<file path="config.mk">
export PLATFORM = sky130hd
export DESIGN_NAME = hlf_top
export DESIGN_NICKNAME = d
export VERILOG_FILES = /design/src/hlf_pkg.sv /design/src/hlf_top.sv
export SDC_FILE = /design/constraint.sdc
export NUM_CORES = 1
export LEC_CHECK = 0
export ABC_AREA = 0
export BUFFER_PORTS_ARGS = -buffer_cell sky130_fd_sc_hd__buf_2
export CAP_MARGIN = 20
export CELL_PAD_IN_SITES_DETAIL_PLACEMENT = 0
export CELL_PAD_IN_SITES_GLOBAL_PLACEMENT = 1
export CORE_AREA = 2 2 98 147
export DETAILED_ROUTE_END_ITERATION = 10
export DIE_AREA = 0 0 100 149
export PLACE_DENSITY_LB_ADDON = 0.1
export SKIP_CTS_REPAIR_TIMING = 1
export SLEW_MARGIN = 20
export SYNTH_ARGS = -nofsm -noshare
export SYNTH_HDL_FRONTEND = slang
export SYNTH_SLANG_ARGS = --single-unit
export TNS_END_PERCENT = 5
</file>
<file path="constraint.sdc">
create_clock -name clk -period 2.77 [get_ports clk]
set_input_delay 0.4155 -clock clk [delete_from_list [all_inputs] [get_ports clk]]
set_output_delay 0.4155 -clock clk [all_outputs]
set_load 0.005 [all_outputs]
</file>
<file path="src/hlf_pkg.sv">
package hlf_pkg;
    // Register byte offsets.
    localparam logic [7:0] OFF_CTRL = 8'h00;
    localparam logic [7:0] OFF_CMD = 8'h04;
    localparam logic [7:0] OFF_LATCHED = 8'h08;
    localparam logic [7:0] OFF_ERR = 8'h0c;
    localparam logic [7:0] OFF_SUB = 8'h10;
    localparam logic [7:0] OFF_IRQ_ST = 8'h14;
    localparam logic [7:0] OFF_IRQ_MASK = 8'h18;
    // Control and command register fields and reset values.
    localparam int CTRL_POS_EN = 0;
    localparam int CTRL_NEG_EN = 1;
    localparam int CTRL_DCLS_LSB = 4;
    localparam logic [3:0] DCLS_RST = 4'h1;
    localparam int CMD_FRST = 0;
    // Latched signal word bits.
    localparam int LW_SWLIM = 2;
    localparam int LW_HOME = 10;
    localparam int LW_DEV = 22;
    // Interrupt status bits.
    localparam int IRQ_SWLIM = 0;
    localparam int IRQ_DEV = 1;
    localparam int IRQ_HOME = 2;
    // Switch vector positions.
    localparam int SW_REF = 0;
    localparam int SW_NEG = 1;
    localparam int SW_POS = 2;
    // Error codes and classes.
    localparam logic [15:0] E_SWL_POS = 16'ha31e;
    localparam logic [15:0] E_SWL_NEG = 16'ha31f;
    localparam logic [15:0] E_DEV = 16'ha320;
    localparam logic [15:0] E_HOME = 16'ha324;
    localparam logic [15:0] E_LIM_OFF = 16'ha325;
    localparam logic [15:0] E_NO_REF = 16'ha326;
    localparam logic [15:0] E_TRAVEL_LIM = 16'ha327;
    localparam logic [15:0] E_ALREADY = 16'ha328;
    localparam logic [15:0] E_MULTI = 16'ha329;
    localparam logic [15:0] E_POS_OPP = 16'ha32a;
    localparam logic [15:0] E_NEG_OPP = 16'ha32b;
    localparam logic [15:0] E_REF_GL = 16'ha32c;
    localparam logic [15:0] E_POS_GL = 16'ha32d;
    localparam logic [15:0] E_NEG_GL = 16'ha32e;
    localparam logic [3:0] CLS_1 = 4'h1;
    // Least time a switch must stay active to count as a real edge.
    localparam int CLK_NS = 40;
    localparam int MIN_ON_NS = 1000;
    localparam logic [7:0] MIN_ON_CYC =
        8'((MIN_ON_NS + CLK_NS - 1) / CLK_NS);
    localparam logic [1:0] RESP_OKAY = 2'h0;
    localparam logic [1:0] RESP_DECERR = 2'h3;

    typedef enum logic [1:0] {
        HM_POS_LIM,
        HM_NEG_LIM,
        HM_REF_REV,
        HM_REF_NOREV
    } hlf_hmode_t;

    typedef struct packed {
        logic pos;
        logic neg;
        logic refs;
    } hlf_sw_t;

    typedef struct packed {
        logic [15:0] code;
        logic [3:0] cls;
    } hlf_err_t;
endpackage : hlf_pkg

</file>
<file path="src/hlf_top.sv">
// Our own choices: the AXI4-Lite slave port and the register offsets.
module hlf_top
    import hlf_pkg::*;
(
    input wire logic clk,
    input wire logic rst_n,
    input wire logic [7:0] awaddr,
    input wire logic awvalid,
    output logic awready,
    input wire logic [31:0] wdata,
    input wire logic [3:0] wstrb,
    input wire logic wvalid,
    output logic wready,
    output logic [1:0] bresp,
    output logic bvalid,
    input wire logic bready,
    input wire logic [7:0] araddr,
    input wire logic arvalid,
    output logic arready,
    output logic [31:0] rdata,
    output logic [1:0] rresp,
    output logic rvalid,
    input wire logic rready,
    input wire hlf_sw_t sw_pins,
    input wire logic sw_lim_pos,
    input wire logic sw_lim_neg,
    input wire logic pos_dev_exceeded,
    input wire logic cmd_req,
    input wire logic homing_start,
    input wire hlf_hmode_t homing_mode,
    input wire logic homing_dir_pos,
    input wire logic homing_active,
    output logic cmd_reject,
    output logic motion_stop,
    output logic err_valid,
    output hlf_err_t err_report,
    output logic irq
);

    typedef enum logic [1:0] {HS_IDLE, HS_RUN, HS_HALT} hlf_hstate_t;

    function automatic logic [31:0] strb_mask(input logic [3:0] s);
        return {{8{s[3]}}, {8{s[2]}}, {8{s[1]}}, {8{s[0]}}};
    endfunction : strb_mask

    function automatic logic is_sub(input logic [15:0] c);
        return (c >= E_LIM_OFF) && (c <= E_MULTI);
    endfunction : is_sub

    logic [7:0] aw_addr_reg;
    logic aw_got_reg;
    logic [31:0] w_data_reg;
    logic [3:0] w_strb_reg;
    logic w_got_reg;
    logic do_wr;
    logic [31:0] wmask;
    logic frst;
    logic pos_en_reg;
    logic neg_en_reg;
    logic [3:0] dcls_reg;
    logic [31:0] lw_reg;
    logic [31:0] lw_set;
    logic [15:0] sub_reg;
    logic [2:0] irq_st_reg;
    logic [2:0] irq_mask_reg;
    logic [2:0] irq_ev;
    logic [2:0] sw_meta;
    logic [2:0] sw_sync;
    logic [2:0] sw_prev;
    logic [2:0] rise;
    logic [2:0] short_on;
    logic [7:0] on_cnt [3];
    logic [2:0] seen_reg;
    logic multi;
    hlf_hstate_t hs_reg;
    hlf_hmode_t mode_reg;
    logic hm_hit;
    logic [15:0] hm_code;
    logic swlp_prev;
    logic swln_prev;
    logic dev_prev;
    logic swl_pos_ev;
    logic swl_neg_ev;
    logic dev_ev;
    logic [31:0] rd_val;
    logic rd_ok;

    // Switch pins come from the field and are synchronised first.
    always_ff @(posedge clk or negedge rst_n) begin
        if (!rst_n) begin
            sw_meta <= 3'h0;
            sw_sync <= 3'h0;
            sw_prev <= 3'h0;
        end else begin
            sw_meta <= sw_pins;
            sw_sync <= sw_meta;
            sw_prev <= sw_sync;
        end
    end

    assign rise = sw_sync & ~sw_prev;
    assign multi = (sw_sync[SW_POS] & sw_sync[SW_NEG]) |
                   (sw_sync[SW_POS] & sw_sync[SW_REF]) |
                   (sw_sync[SW_NEG] & sw_sync[SW_REF]);

    // Counts how long each switch has been active, saturating.
    always_ff @(posedge clk or negedge rst_n) begin
        if (!rst_n) begin
            for (int i = 0; i < 3; i++) begin
                on_cnt[i] <= 8'h00;
            end
        end else begin
            for (int i = 0; i < 3; i++) begin
                if (!sw_sync[i]) begin
                    on_cnt[i] <= 8'h00;
                end else if (on_cnt[i] != MIN_ON_CYC) begin
                    on_cnt[i] <= on_cnt[i] + 8'h01;
                end
            end
        end
    end

    always_comb begin
        for (int i = 0; i < 3; i++) begin
            short_on[i] = sw_prev[i] & ~sw_sync[i] &
                          (on_cnt[i] < MIN_ON_CYC);
        end
    end

    // Homing checks, in falling priority.
    always_comb begin
        hm_hit = 1'b0;
        hm_code = 16'h0000;
        if (hs_reg == HS_IDLE && homing_start) begin
            hm_hit = 1'b1;
            if (multi) begin
                hm_code = E_MULTI;
            end else if ((homing_mode == HM_POS_LIM && !pos_en_reg) ||
                         (homing_mode == HM_NEG_LIM && !neg_en_reg)) begin
                hm_code = E_LIM_OFF;
            end else if (homing_mode == HM_REF_NOREV && |sw_sync) begin
                hm_code = E_ALREADY;
            end else begin
                hm_hit = 1'b0;
            end
        end else if (hs_reg == HS_RUN) begin
            hm_hit = 1'b1;
            if (multi) begin
                hm_code = E_MULTI;
            end else if (mode_reg == HM_REF_NOREV &&
                         (homing_dir_pos ? rise[SW_POS] : rise[SW_NEG])) begin
                hm_code = E_TRAVEL_LIM;
            end else if (!homing_dir_pos && rise[SW_POS]) begin
                hm_code = E_POS_OPP;
            end else if (homing_dir_pos && rise[SW_NEG]) begin
                hm_code = E_NEG_OPP;
            end else if (mode_reg == HM_REF_REV && seen_reg[SW_POS] &&
                         seen_reg[SW_NEG] && !seen_reg[SW_REF]) begin
                hm_code = E_NO_REF;
            end else if (short_on[SW_REF]) begin
                hm_code = E_REF_GL;
            end else if (short_on[SW_POS]) begin
                hm_code = E_POS_GL;
            end else if (short_on[SW_NEG]) begin
                hm_code = E_NEG_GL;
            end else begin
                hm_hit = 1'b0;
            end
        end
    end

    // A halted homing run waits for a fault reset before it may restart.
    always_ff @(posedge clk or negedge rst_n) begin
        if (!rst_n) begin
            hs_reg <= HS_IDLE;
            mode_reg <= HM_POS_LIM;
        end else begin
            case (hs_reg)
                HS_IDLE: begin
                    if (homing_start) begin
                        mode_reg <= homing_mode;
                        hs_reg <= hm_hit ? HS_HALT : HS_RUN;
                    end
                end
                HS_RUN: begin
                    if (hm_hit) begin
                        hs_reg <= HS_HALT;
                    end else if (!homing_active) begin
                        hs_reg <= HS_IDLE;
                    end
                end
                HS_HALT: begin
                    if (frst) begin
                        hs_reg <= HS_IDLE;
                    end
                end
                default: hs_reg <= HS_IDLE;
            endcase
        end
    end

    always_ff @(posedge clk or negedge rst_n) begin
        if (!rst_n) begin
            seen_reg <= 3'h0;
        end else if (hs_reg != HS_RUN) begin
            seen_reg <= 3'h0;
        end else begin
            seen_reg <= seen_reg | sw_sync;
        end
    end

    // Software limits and deviation come from on-chip motion logic.
    always_ff @(posedge clk or negedge rst_n) begin
        if (!rst_n) begin
            swlp_prev <= 1'b0;
            swln_prev <= 1'b0;
            dev_prev <= 1'b0;
        end else begin
            swlp_prev <= sw_lim_pos;
            swln_prev <= sw_lim_neg;
            dev_prev <= pos_dev_exceeded;
        end
    end

    assign swl_pos_ev = sw_lim_pos & (cmd_req | ~swlp_prev);
    assign swl_neg_ev = sw_lim_neg & (cmd_req | ~swln_prev);
    assign dev_ev = pos_dev_exceeded & ~dev_prev;

    always_comb begin
        lw_set = 32'h0000_0000;
        lw_set[LW_SWLIM] = swl_pos_ev | swl_neg_ev;
        lw_set[LW_DEV] = dev_ev;
        lw_set[LW_HOME] = hm_hit;
    end

    assign irq_ev = {hm_hit, dev_ev, swl_pos_ev | swl_neg_ev};

    // The newest code stays until another event replaces it.
    always_ff @(posedge clk or negedge rst_n) begin
        if (!rst_n) begin
            err_report <= '0;
            err_valid <= 1'b0;
            sub_reg <= 16'h0000;
        end else begin
            err_valid <= hm_hit | swl_pos_ev | swl_neg_ev | dev_ev;
            if (hm_hit) begin
                if (is_sub(hm_code)) begin
                    err_report <= '{E_HOME, CLS_1};
                    sub_reg <= hm_code;
                end else begin
                    err_report <= '{hm_code, CLS_1};
                end
            end else if (swl_pos_ev) begin
                err_report <= '{E_SWL_POS, CLS_1};
            end else if (swl_neg_ev) begin
                err_report <= '{E_SWL_NEG, CLS_1};
            end else if (dev_ev) begin
                err_report <= '{E_DEV, dcls_reg};
            end
        end
    end

    // A new event in the clearing cycle wins over the fault reset.
    always_ff @(posedge clk or negedge rst_n) begin
        if (!rst_n) begin
            lw_reg <= 32'h0000_0000;
            motion_stop <= 1'b0;
        end else begin
            lw_reg <= (frst ? 32'h0000_0000 : lw_reg) | lw_set;
            motion_stop <= (motion_stop & ~frst) | (|lw_set);
        end
    end

    always_ff @(posedge clk or negedge rst_n) begin
        if (!rst_n) begin
            cmd_reject <= 1'b0;
        end else begin
            cmd_reject <= cmd_req & (sw_lim_pos | sw_lim_neg);
        end
    end

    // Write channel: address and data are taken in either order.
    always_ff @(posedge clk or negedge rst_n) begin
        if (!rst_n) begin
            awready <= 1'b0;
            aw_got_reg <= 1'b0;
            aw_addr_reg <= 8'h00;
        end else if (awready && awvalid) begin
            awready <= 1'b0;
            aw_got_reg <= 1'b1;
            aw_addr_reg <= awaddr;
        end else if (do_wr) begin
            aw_got_reg <= 1'b0;
        end else if (!aw_got_reg && !bvalid) begin
            awready <= 1'b1;
        end
    end

    always_ff @(posedge clk or negedge rst_n) begin
        if (!rst_n) begin
            wready <= 1'b0;
            w_got_reg <= 1'b0;
            w_data_reg <= 32'h0000_0000;
            w_strb_reg <= 4'h0;
        end else if (wready && wvalid) begin
            wready <= 1'b0;
            w_got_reg <= 1'b1;
            w_data_reg <= wdata;
            w_strb_reg <= wstrb;
        end else if (do_wr) begin
            w_got_reg <= 1'b0;
        end else if (!w_got_reg && !bvalid) begin
            wready <= 1'b1;
        end
    end

    assign do_wr = aw_got_reg & w_got_reg & ~bvalid;
    assign wmask = w_data_reg & strb_mask(w_strb_reg);
    assign frst = do_wr && aw_addr_reg == OFF_CMD && wmask[CMD_FRST];

    always_ff @(posedge clk or negedge rst_n) begin
        if (!rst_n) begin
            bvalid <= 1'b0;
            bresp <= RESP_OKAY;
        end else if (do_wr) begin
            bvalid <= 1'b1;
            case (aw_addr_reg)
                OFF_CTRL, OFF_CMD, OFF_IRQ_ST, OFF_IRQ_MASK,
                OFF_LATCHED, OFF_ERR, OFF_SUB: bresp <= RESP_OKAY;
                default: bresp <= RESP_DECERR;
            endcase
        end else if (bready) begin
            bvalid <= 1'b0;
        end
    end

    // Limit enables steer the homing checks; class feeds deviation code.
    always_ff @(posedge clk or negedge rst_n) begin
        if (!rst_n) begin
            pos_en_reg <= 1'b1;
            neg_en_reg <= 1'b1;
            dcls_reg <= DCLS_RST;
            irq_mask_reg <= 3'h0;
        end else if (do_wr && w_strb_reg[0]) begin
            if (aw_addr_reg == OFF_CTRL) begin
                pos_en_reg <= w_data_reg[CTRL_POS_EN];
                neg_en_reg <= w_data_reg[CTRL_NEG_EN];
                dcls_reg <= w_data_reg[CTRL_DCLS_LSB +: 4];
            end else if (aw_addr_reg == OFF_IRQ_MASK) begin
                irq_mask_reg <= w_data_reg[2:0];
            end
        end
    end

    always_ff @(posedge clk or negedge rst_n) begin
        if (!rst_n) begin
            irq_st_reg <= 3'h0;
            irq <= 1'b0;
        end else begin
            if (do_wr && aw_addr_reg == OFF_IRQ_ST) begin
                irq_st_reg <= (irq_st_reg & ~wmask[2:0]) | irq_ev;
            end else begin
                irq_st_reg <= irq_st_reg | irq_ev;
            end
            irq <= |(irq_st_reg & irq_mask_reg);
        end
    end

    always_comb begin
        rd_ok = 1'b1;
        rd_val = 32'h0000_0000;
        case (araddr)
            OFF_CTRL: begin
                rd_val[CTRL_POS_EN] = pos_en_reg;
                rd_val[CTRL_NEG_EN] = neg_en_reg;
                rd_val[CTRL_DCLS_LSB +: 4] = dcls_reg;
            end
            OFF_CMD: rd_val = 32'h0000_0000;
            OFF_LATCHED: rd_val = lw_reg;
            OFF_ERR: rd_val = {12'h000, err_report};
            OFF_SUB: rd_val = {16'h0000, sub_reg};
            OFF_IRQ_ST: rd_val = {29'h0, irq_st_reg};
            OFF_IRQ_MASK: rd_val = {29'h0, irq_mask_reg};
            default: rd_ok = 1'b0;
        endcase
    end

    // Reads have no side effects, so a lost read can simply be repeated.
    always_ff @(posedge clk or negedge rst_n) begin
        if (!rst_n) begin
            arready <= 1'b0;
            rvalid <= 1'b0;
            rdata <= 32'h0000_0000;
            rresp <= RESP_OKAY;
        end else if (arready && arvalid) begin
            arready <= 1'b0;
            rvalid <= 1'b1;
            rdata <= rd_val;
            rresp <= rd_ok ? RESP_OKAY : RESP_DECERR;
        end else if (rvalid && rready) begin
            rvalid <= 1'b0;
        end else if (!rvalid) begin
            arready <= 1'b1;
        end
    end
endmodule : hlf_top

</file>
# Word-level counts from Yosys, hierarchy flattened

Cells that the tools add are included.

Register bits after elaboration: 187
Latch bits: 0
RAM bits: 0
Bits in read-only memories: 0
Bits of input ports: 71
Output and inout port bits: 65
Logic and storage cells: 246
Memories: 0

Add/subtract/negate cells: 3
$mul: 0
Divide/modulo/power cells: 0
Order comparisons: 5
Equal/unequal tests: 32
Shift-type cells: 0
Mux-type cells: 70
Bitwise gates (word level): 45
Reduce and logical (&&, ||, !) cells: 53

Operator list:

| operator               | number |
|---|---|
| $mux W16               | 13 |
| $mux W20               | 5 |
| $pmux W24 S3           | 1 |
| $eq A8 B5 Y1 const B   | 6 |
| $mux W8                | 6 |
| $eq A8 B4 Y1 const B   | 4 |
| $mux W32               | 1 |
| $or A32 B23 Y32        | 1 |
| $mux W1                | 31 |
| $add A8 B1 Y8 const B  | 3 |
| $lt A8 B5 Y1 const B   | 3 |
| $ne A8 B5 Y1 const B   | 3 |
| $logic_and A1 B1 Y1    | 21 |
| $and A1 B1 Y1          | 16 |
| $eq A8 B3 Y1 const B   | 2 |
| $ge A16 B16 Y1 const B | 1 |
| $le A16 B16 Y1 const B | 1 |
| $logic_not A8 Y1       | 2 |
| $pmux W4 S4            | 1 |
| $mux W2                | 7 |
| $ne A2 B1 Y1 const B   | 7 |
| $reduce_or A7 Y1       | 2 |
| $and A3 B3 Y3          | 4 |
| $pmux W2 S6            | 1 |
| other kinds (19)       | 66 |

# Logic depth before layout (Yosys ltp)

Word-level depth: 17
Mapped depth: 9

# Worst setup path after synthesis

No wires, ideal clock.

Path type: register -> register
Start point: register on_cnt[0] (netlist bit)
End point: register sub_reg[0]
Setup time: 0.125 ns
Data arrival time: 2.158 ns
Data required time: 2.645 ns
Slack: 0.487 ns
Cell stages (with the launch flop): 10
Clock period less this slack: 2.283 ns
Path through: dfrtp_1 -> inv_1 -> ha_1 -> nor2b_2 -> o2111a_1 -> or3_1 -> a311o_1 -> nand2b_2 -> a21oi_2 -> mux2_4

Word-level cells in the longest chain between the ends: 14

RTL lines:

| item                                                    | line           | text |
|---|---|---|
| start: declaration                                      | hlf_top.sv:72  | `logic [7:0] on_cnt [3];` |
| start signal: indexed assignment                        | hlf_top.sv:117 | `on_cnt[i] <= on_cnt[i] + 8'h01;` |
| $lt A8 B5 Y1 (*)                                        | hlf_top.sv:126 | `(on_cnt[i] < MIN_ON_CYC);` |
| $and A1 B1 Y1 (*)                                       | hlf_top.sv:125 | `short_on[i] = sw_prev[i] & ~sw_sync[i] &` |
| $mux W16                                                | hlf_top.sv:162 | `end else if (short_on[SW_POS]) begin` |
| $mux W16                                                | hlf_top.sv:160 | `end else if (short_on[SW_REF]) begin` |
| $mux W16                                                | hlf_top.sv:157 | `end else if (mode_reg == HM_REF_REV && seen_reg[SW_POS] &&` |
| $mux W16                                                | hlf_top.sv:155 | `end else if (homing_dir_pos && rise[SW_NEG]) begin` |
| $mux W16                                                | hlf_top.sv:153 | `end else if (!homing_dir_pos && rise[SW_POS]) begin` |
| $mux W16                                                | hlf_top.sv:150 | `end else if (mode_reg == HM_REF_NOREV &&` |
| $mux W16                                                | hlf_top.sv:148 | `if (multi) begin` |
| $mux W16                                                | hlf_top.sv:146 | `end else if (hs_reg == HS_RUN) begin` |
| $mux W16                                                | hlf_top.sv:134 | `if (hs_reg == HS_IDLE && homing_start) begin` |
| $ge A16 B16 Y1 / $le A16 B16 Y1 (equally long branches) | hlf_top.sv:47  | `return (c >= E_LIM_OFF) && (c <= E_MULTI);` |
| $logic_and A1 B1 Y1                                     | hlf_top.sv:47  |  |
| $reduce_and A2 Y1 (no source line)                      | --             |  |
| end signal: assignment                                  | hlf_top.sv:249 | `sub_reg <= hm_code;` |
| end: declaration                                        | hlf_top.sv:63  | `logic [15:0] sub_reg;` |

Mark *: on every way between the ends. The rest lies on a longest branch, timed or not.
A chain may end at the register's enable or synchronous reset.

# Worst setup path in the final report

Same ends and word-level chain as after synthesis.

==> flow_metrics.env <==
export IMPL_status="finished clean"
export IMPL_drt_total_wl_um=12500
export IMPL_yosys_top_cells_area="dfrtp_1, mux2_2, buf_4"
export IMPL_firstDrtPassIters=4
export IMPL_holdPathStages=1
export IMPL_area_growth_pct=20.3
export IMPL_antenna_found_initial=0
export IMPL_synthArstFlopShare=1.00
export IMPL_pre_cts_slack_ns=0.339
export IMPL_min_period_ns=2.46
export IMPL_grt_pass1_wl_um=20900
export IMPL_synthMuxAreaShare=0.0753
export IMPL_synth_top_family_by_area="simple AND/OR/NAND/NOR gates"
export IMPL_largest_reg_flops=24
export IMPL_synth_edf_count=0
export IMPL_synth_seq_cells=118
export IMPL_drv_slew=0
export IMPL_top_register="on_cnt"
export IMPL_ant_nets=0
export IMPL_power_leakage_nw=3.04
export IMPL_cts_tree="yes"
export IMPL_synth_cell_types=62
export IMPL_synthAdderAreaFrac=0.0205
export IMPL_maxCapViolCount=0
export IMPL_cp_num_buf_inv=1
export IMPL_nets=691
export IMPL_drtIter0Drc=162
export IMPL_hold_end="sw_meta[1]$_DFF_PN0_"
export IMPL_synth_flop_cell="dfrtp_1"
export IMPL_synth_avg_cell_area_um2=10.6
export IMPL_path_clk_slew_ns=0.06
export IMPL_setup_violations=0
export IMPL_end_kind="flop"
export IMPL_ff2ff_path_depth=9
export IMPL_placementRows=53
export IMPL_critPathMaxFanout=5
export IMPL_cts_sink_count=118
export IMPL_multi_input_area_um2=2250
export IMPL_vias_per_cell=5.11
export IMPL_syn_area_um2=5490
export IMPL_finClkSkew_ns=0.00861
export IMPL_synth_compound_area_frac=0.124
export IMPL_numPortBuffers=86
export IMPL_rr_endpoint="sub_reg[0]$_DFFE_PN0P_"
export IMPL_antennaDiodeCount=0
export IMPL_power_density_nw_per_um2=788
export IMPL_seq_area_frac_synth=0.539
export IMPL_crit_type="flop to flop"
export IMPL_yosys_area_top_type="dfrtp_1"
export IMPL_finalWorstSetupSlack_ns=0.311
export IMPL_drive_above_1_share=0.274
export IMPL_die_h_um=149
export IMPL_fin_crit_sh=0.888
export IMPL_htreeDepth=4
export IMPL_max_freq_mhz=407
export IMPL_critPathLaunchType="flop"
export IMPL_clockBufferDepth=2
export IMPL_grt_start_max_net_pins=47
export IMPL_grt_ovfl_total=0
export IMPL_synth_top_area_frac=0.525
export IMPL_reg2reg_from="on_cnt[0]$_DFFE_PN0P_"
export IMPL_clk_latency_ns=0.41
export IMPL_cpMaxStageDelayCell="a311o_1"
export IMPL_cts_buffers=17
export IMPL_start_util=0.398
export IMPL_cts_root_buf="clkbuf_16"
export IMPL_rsz0062_at_grt="false"
export IMPL_fp_coreArea_um2=13800
export IMPL_gr_usage_all_layers=0.180
export IMPL_grt_pass1_vias=4228
export IMPL_final_common_cell="dfrtp_1"
export IMPL_worst_pin_slew_ns=0.688
export IMPL_vias=4029
export IMPL_totalNegativeSetupSlack_ns=0
export IMPL_synth_simple_area_share=0.158
export IMPL_seqCellArea_um2=2960
export IMPL_synth_cells=519
export IMPL_die_width_um=100
export IMPL_fillers=1320
export IMPL_critPathTopFamily="compound AO/OA/AOI/OAI gates"
export IMPL_crit_chain="inv_1, ha_1, nor2b_2, o2111a_1, or3_1, a311o_1, nand2b_2, a21oi_2, mux2_4"
export IMPL_worstHoldPathType="input port to flop"
export IMPL_place_gp_congestion=0.811
export IMPL_relSlewSlack=0.535
export IMPL_required_ns=3.06
export IMPL_reg_top3="on_cnt: 24 flops, rdata: 15 flops, err_report: 11 flops"
export IMPL_final_util=0.478
export IMPL_cp_slowest_stage_delay_ns=0.40
export IMPL_worstHoldStart="sw_pins[1]"
export IMPL_layout_cells_most_common_list="dfrtp_1, buf_2, nand2_1, nor2_1"
export IMPL_hpwl_um=9450
export IMPL_wl_per_cell_um=15.9
export IMPL_ir_drop_v=0.000412
export IMPL_worstPathArrival_ns=2.75
export IMPL_rrSetupSlack_ns=0.31
export IMPL_final_hold_viol_count=0
export IMPL_drc=0
export IMPL_synth_xor_area_frac=0.0192
export IMPL_ys_warn_count=0
export IMPL_ios=136
export IMPL_dieArea_um2=14900
==> per-layer routing <==
layer | share of wire | global-route usage | vias to the layer above
met5 | 0 | 0 | -
met4 | 0.014 | 0.0616 | 0
met3 | 0.028 | 0.0455 | 14
met2 | 0.56 | 0.330 | 65
met1 | 0.40 | 0.201 | 2000
li1 | - | - | 1950
==> cells by family (layout without fill, tap and decap cells) <==
family | count (synthesis) | after routing
buffers and inverters | 62 | 147
other | 1 | 21
adders and majority gates | 9 | 9
and+or+nand+nor | 176 | 176
muxes | 37 | 37
AOI/OAI and AO/OA | 104 | 104
xor gates and xnor gates | 12 | 12
DFF | 118 | 118
==> stage by stage <==
step | hold WS [ns] | total power [mW] | cells | area [um2]
after floorplan | 0.120 | 2.75 | 539 | 5560
after global placement | 0.336 | 3.03 | 756 | 5990
final | 0.111 | 5.20 | 789 | 6600
after detailed placement | 0.337 | 3.05 | 756 | 5990
after global routing | 0.0930 | 5.48 | 789 | 6600
after CTS | -0.0548 | 5.27 | 788 | 6590
==> where the power goes <==
part	internal [mW]	leakage, nW	switching, mW
logic	0.376	1.30	0.378
registers	2.02	1.46	0.230
clock network	1.34	0.279	0.855
==> Yosys cell counts, types with 4 or more instances <==
library cell  number
a21o_1             7
o21ai_0           30
dfrtp_1          115
and2_1             6
ha_1               9
mux2_2            30
nor2_1            41
a221oi_1           4
mux2i_1            6
o21a_1             4
nor3b_1            4
buf_4             28
o22ai_1            5
nand3_1           16
clkbuf_1           9
inv_1             20
or3_1              9
a21oi_1           24
nor2b_1            5
and3_1             4
xor2_1             9
nor3_1            12
a22oi_1            6
nand2_1           56
==> worst max-delay path by stage <==
stage,startpoint,endpoint,slack [ns],cells after the start
finish,on_cnt[0]$_DFFE_PN0P_,sub_reg[0]$_DFFE_PN0P_,0.31,9
floorplan,on_cnt[0]$_DFFE_PN0P_,sub_reg[0]$_DFFE_PN0P_,0.49,9
detailed placement,on_cnt[0]$_DFFE_PN0P_,sub_reg[0]$_DFFE_PN0P_,0.34,9
CTS,on_cnt[16]$_DFFE_PN0P_,sub_reg[0]$_DFFE_PN0P_,0.32,9
global placement,on_cnt[0]$_DFFE_PN0P_,sub_reg[0]$_DFFE_PN0P_,0.35,9
global route,on_cnt[8]$_DFFE_PN0P_,sub_reg[0]$_DFFE_PN0P_,0.17,9
==> layout make-up <==
class                   instances  area share
repair buffers                 94      0.0770
well taps                     165      0.0313
clock inverters                15      0.0254
multi-input cells             359       0.342
flip-flops and latches        118       0.448
inverters                      21      0.0119
clock buffers                  17      0.0645
Power figures use the tool's default switching activity.
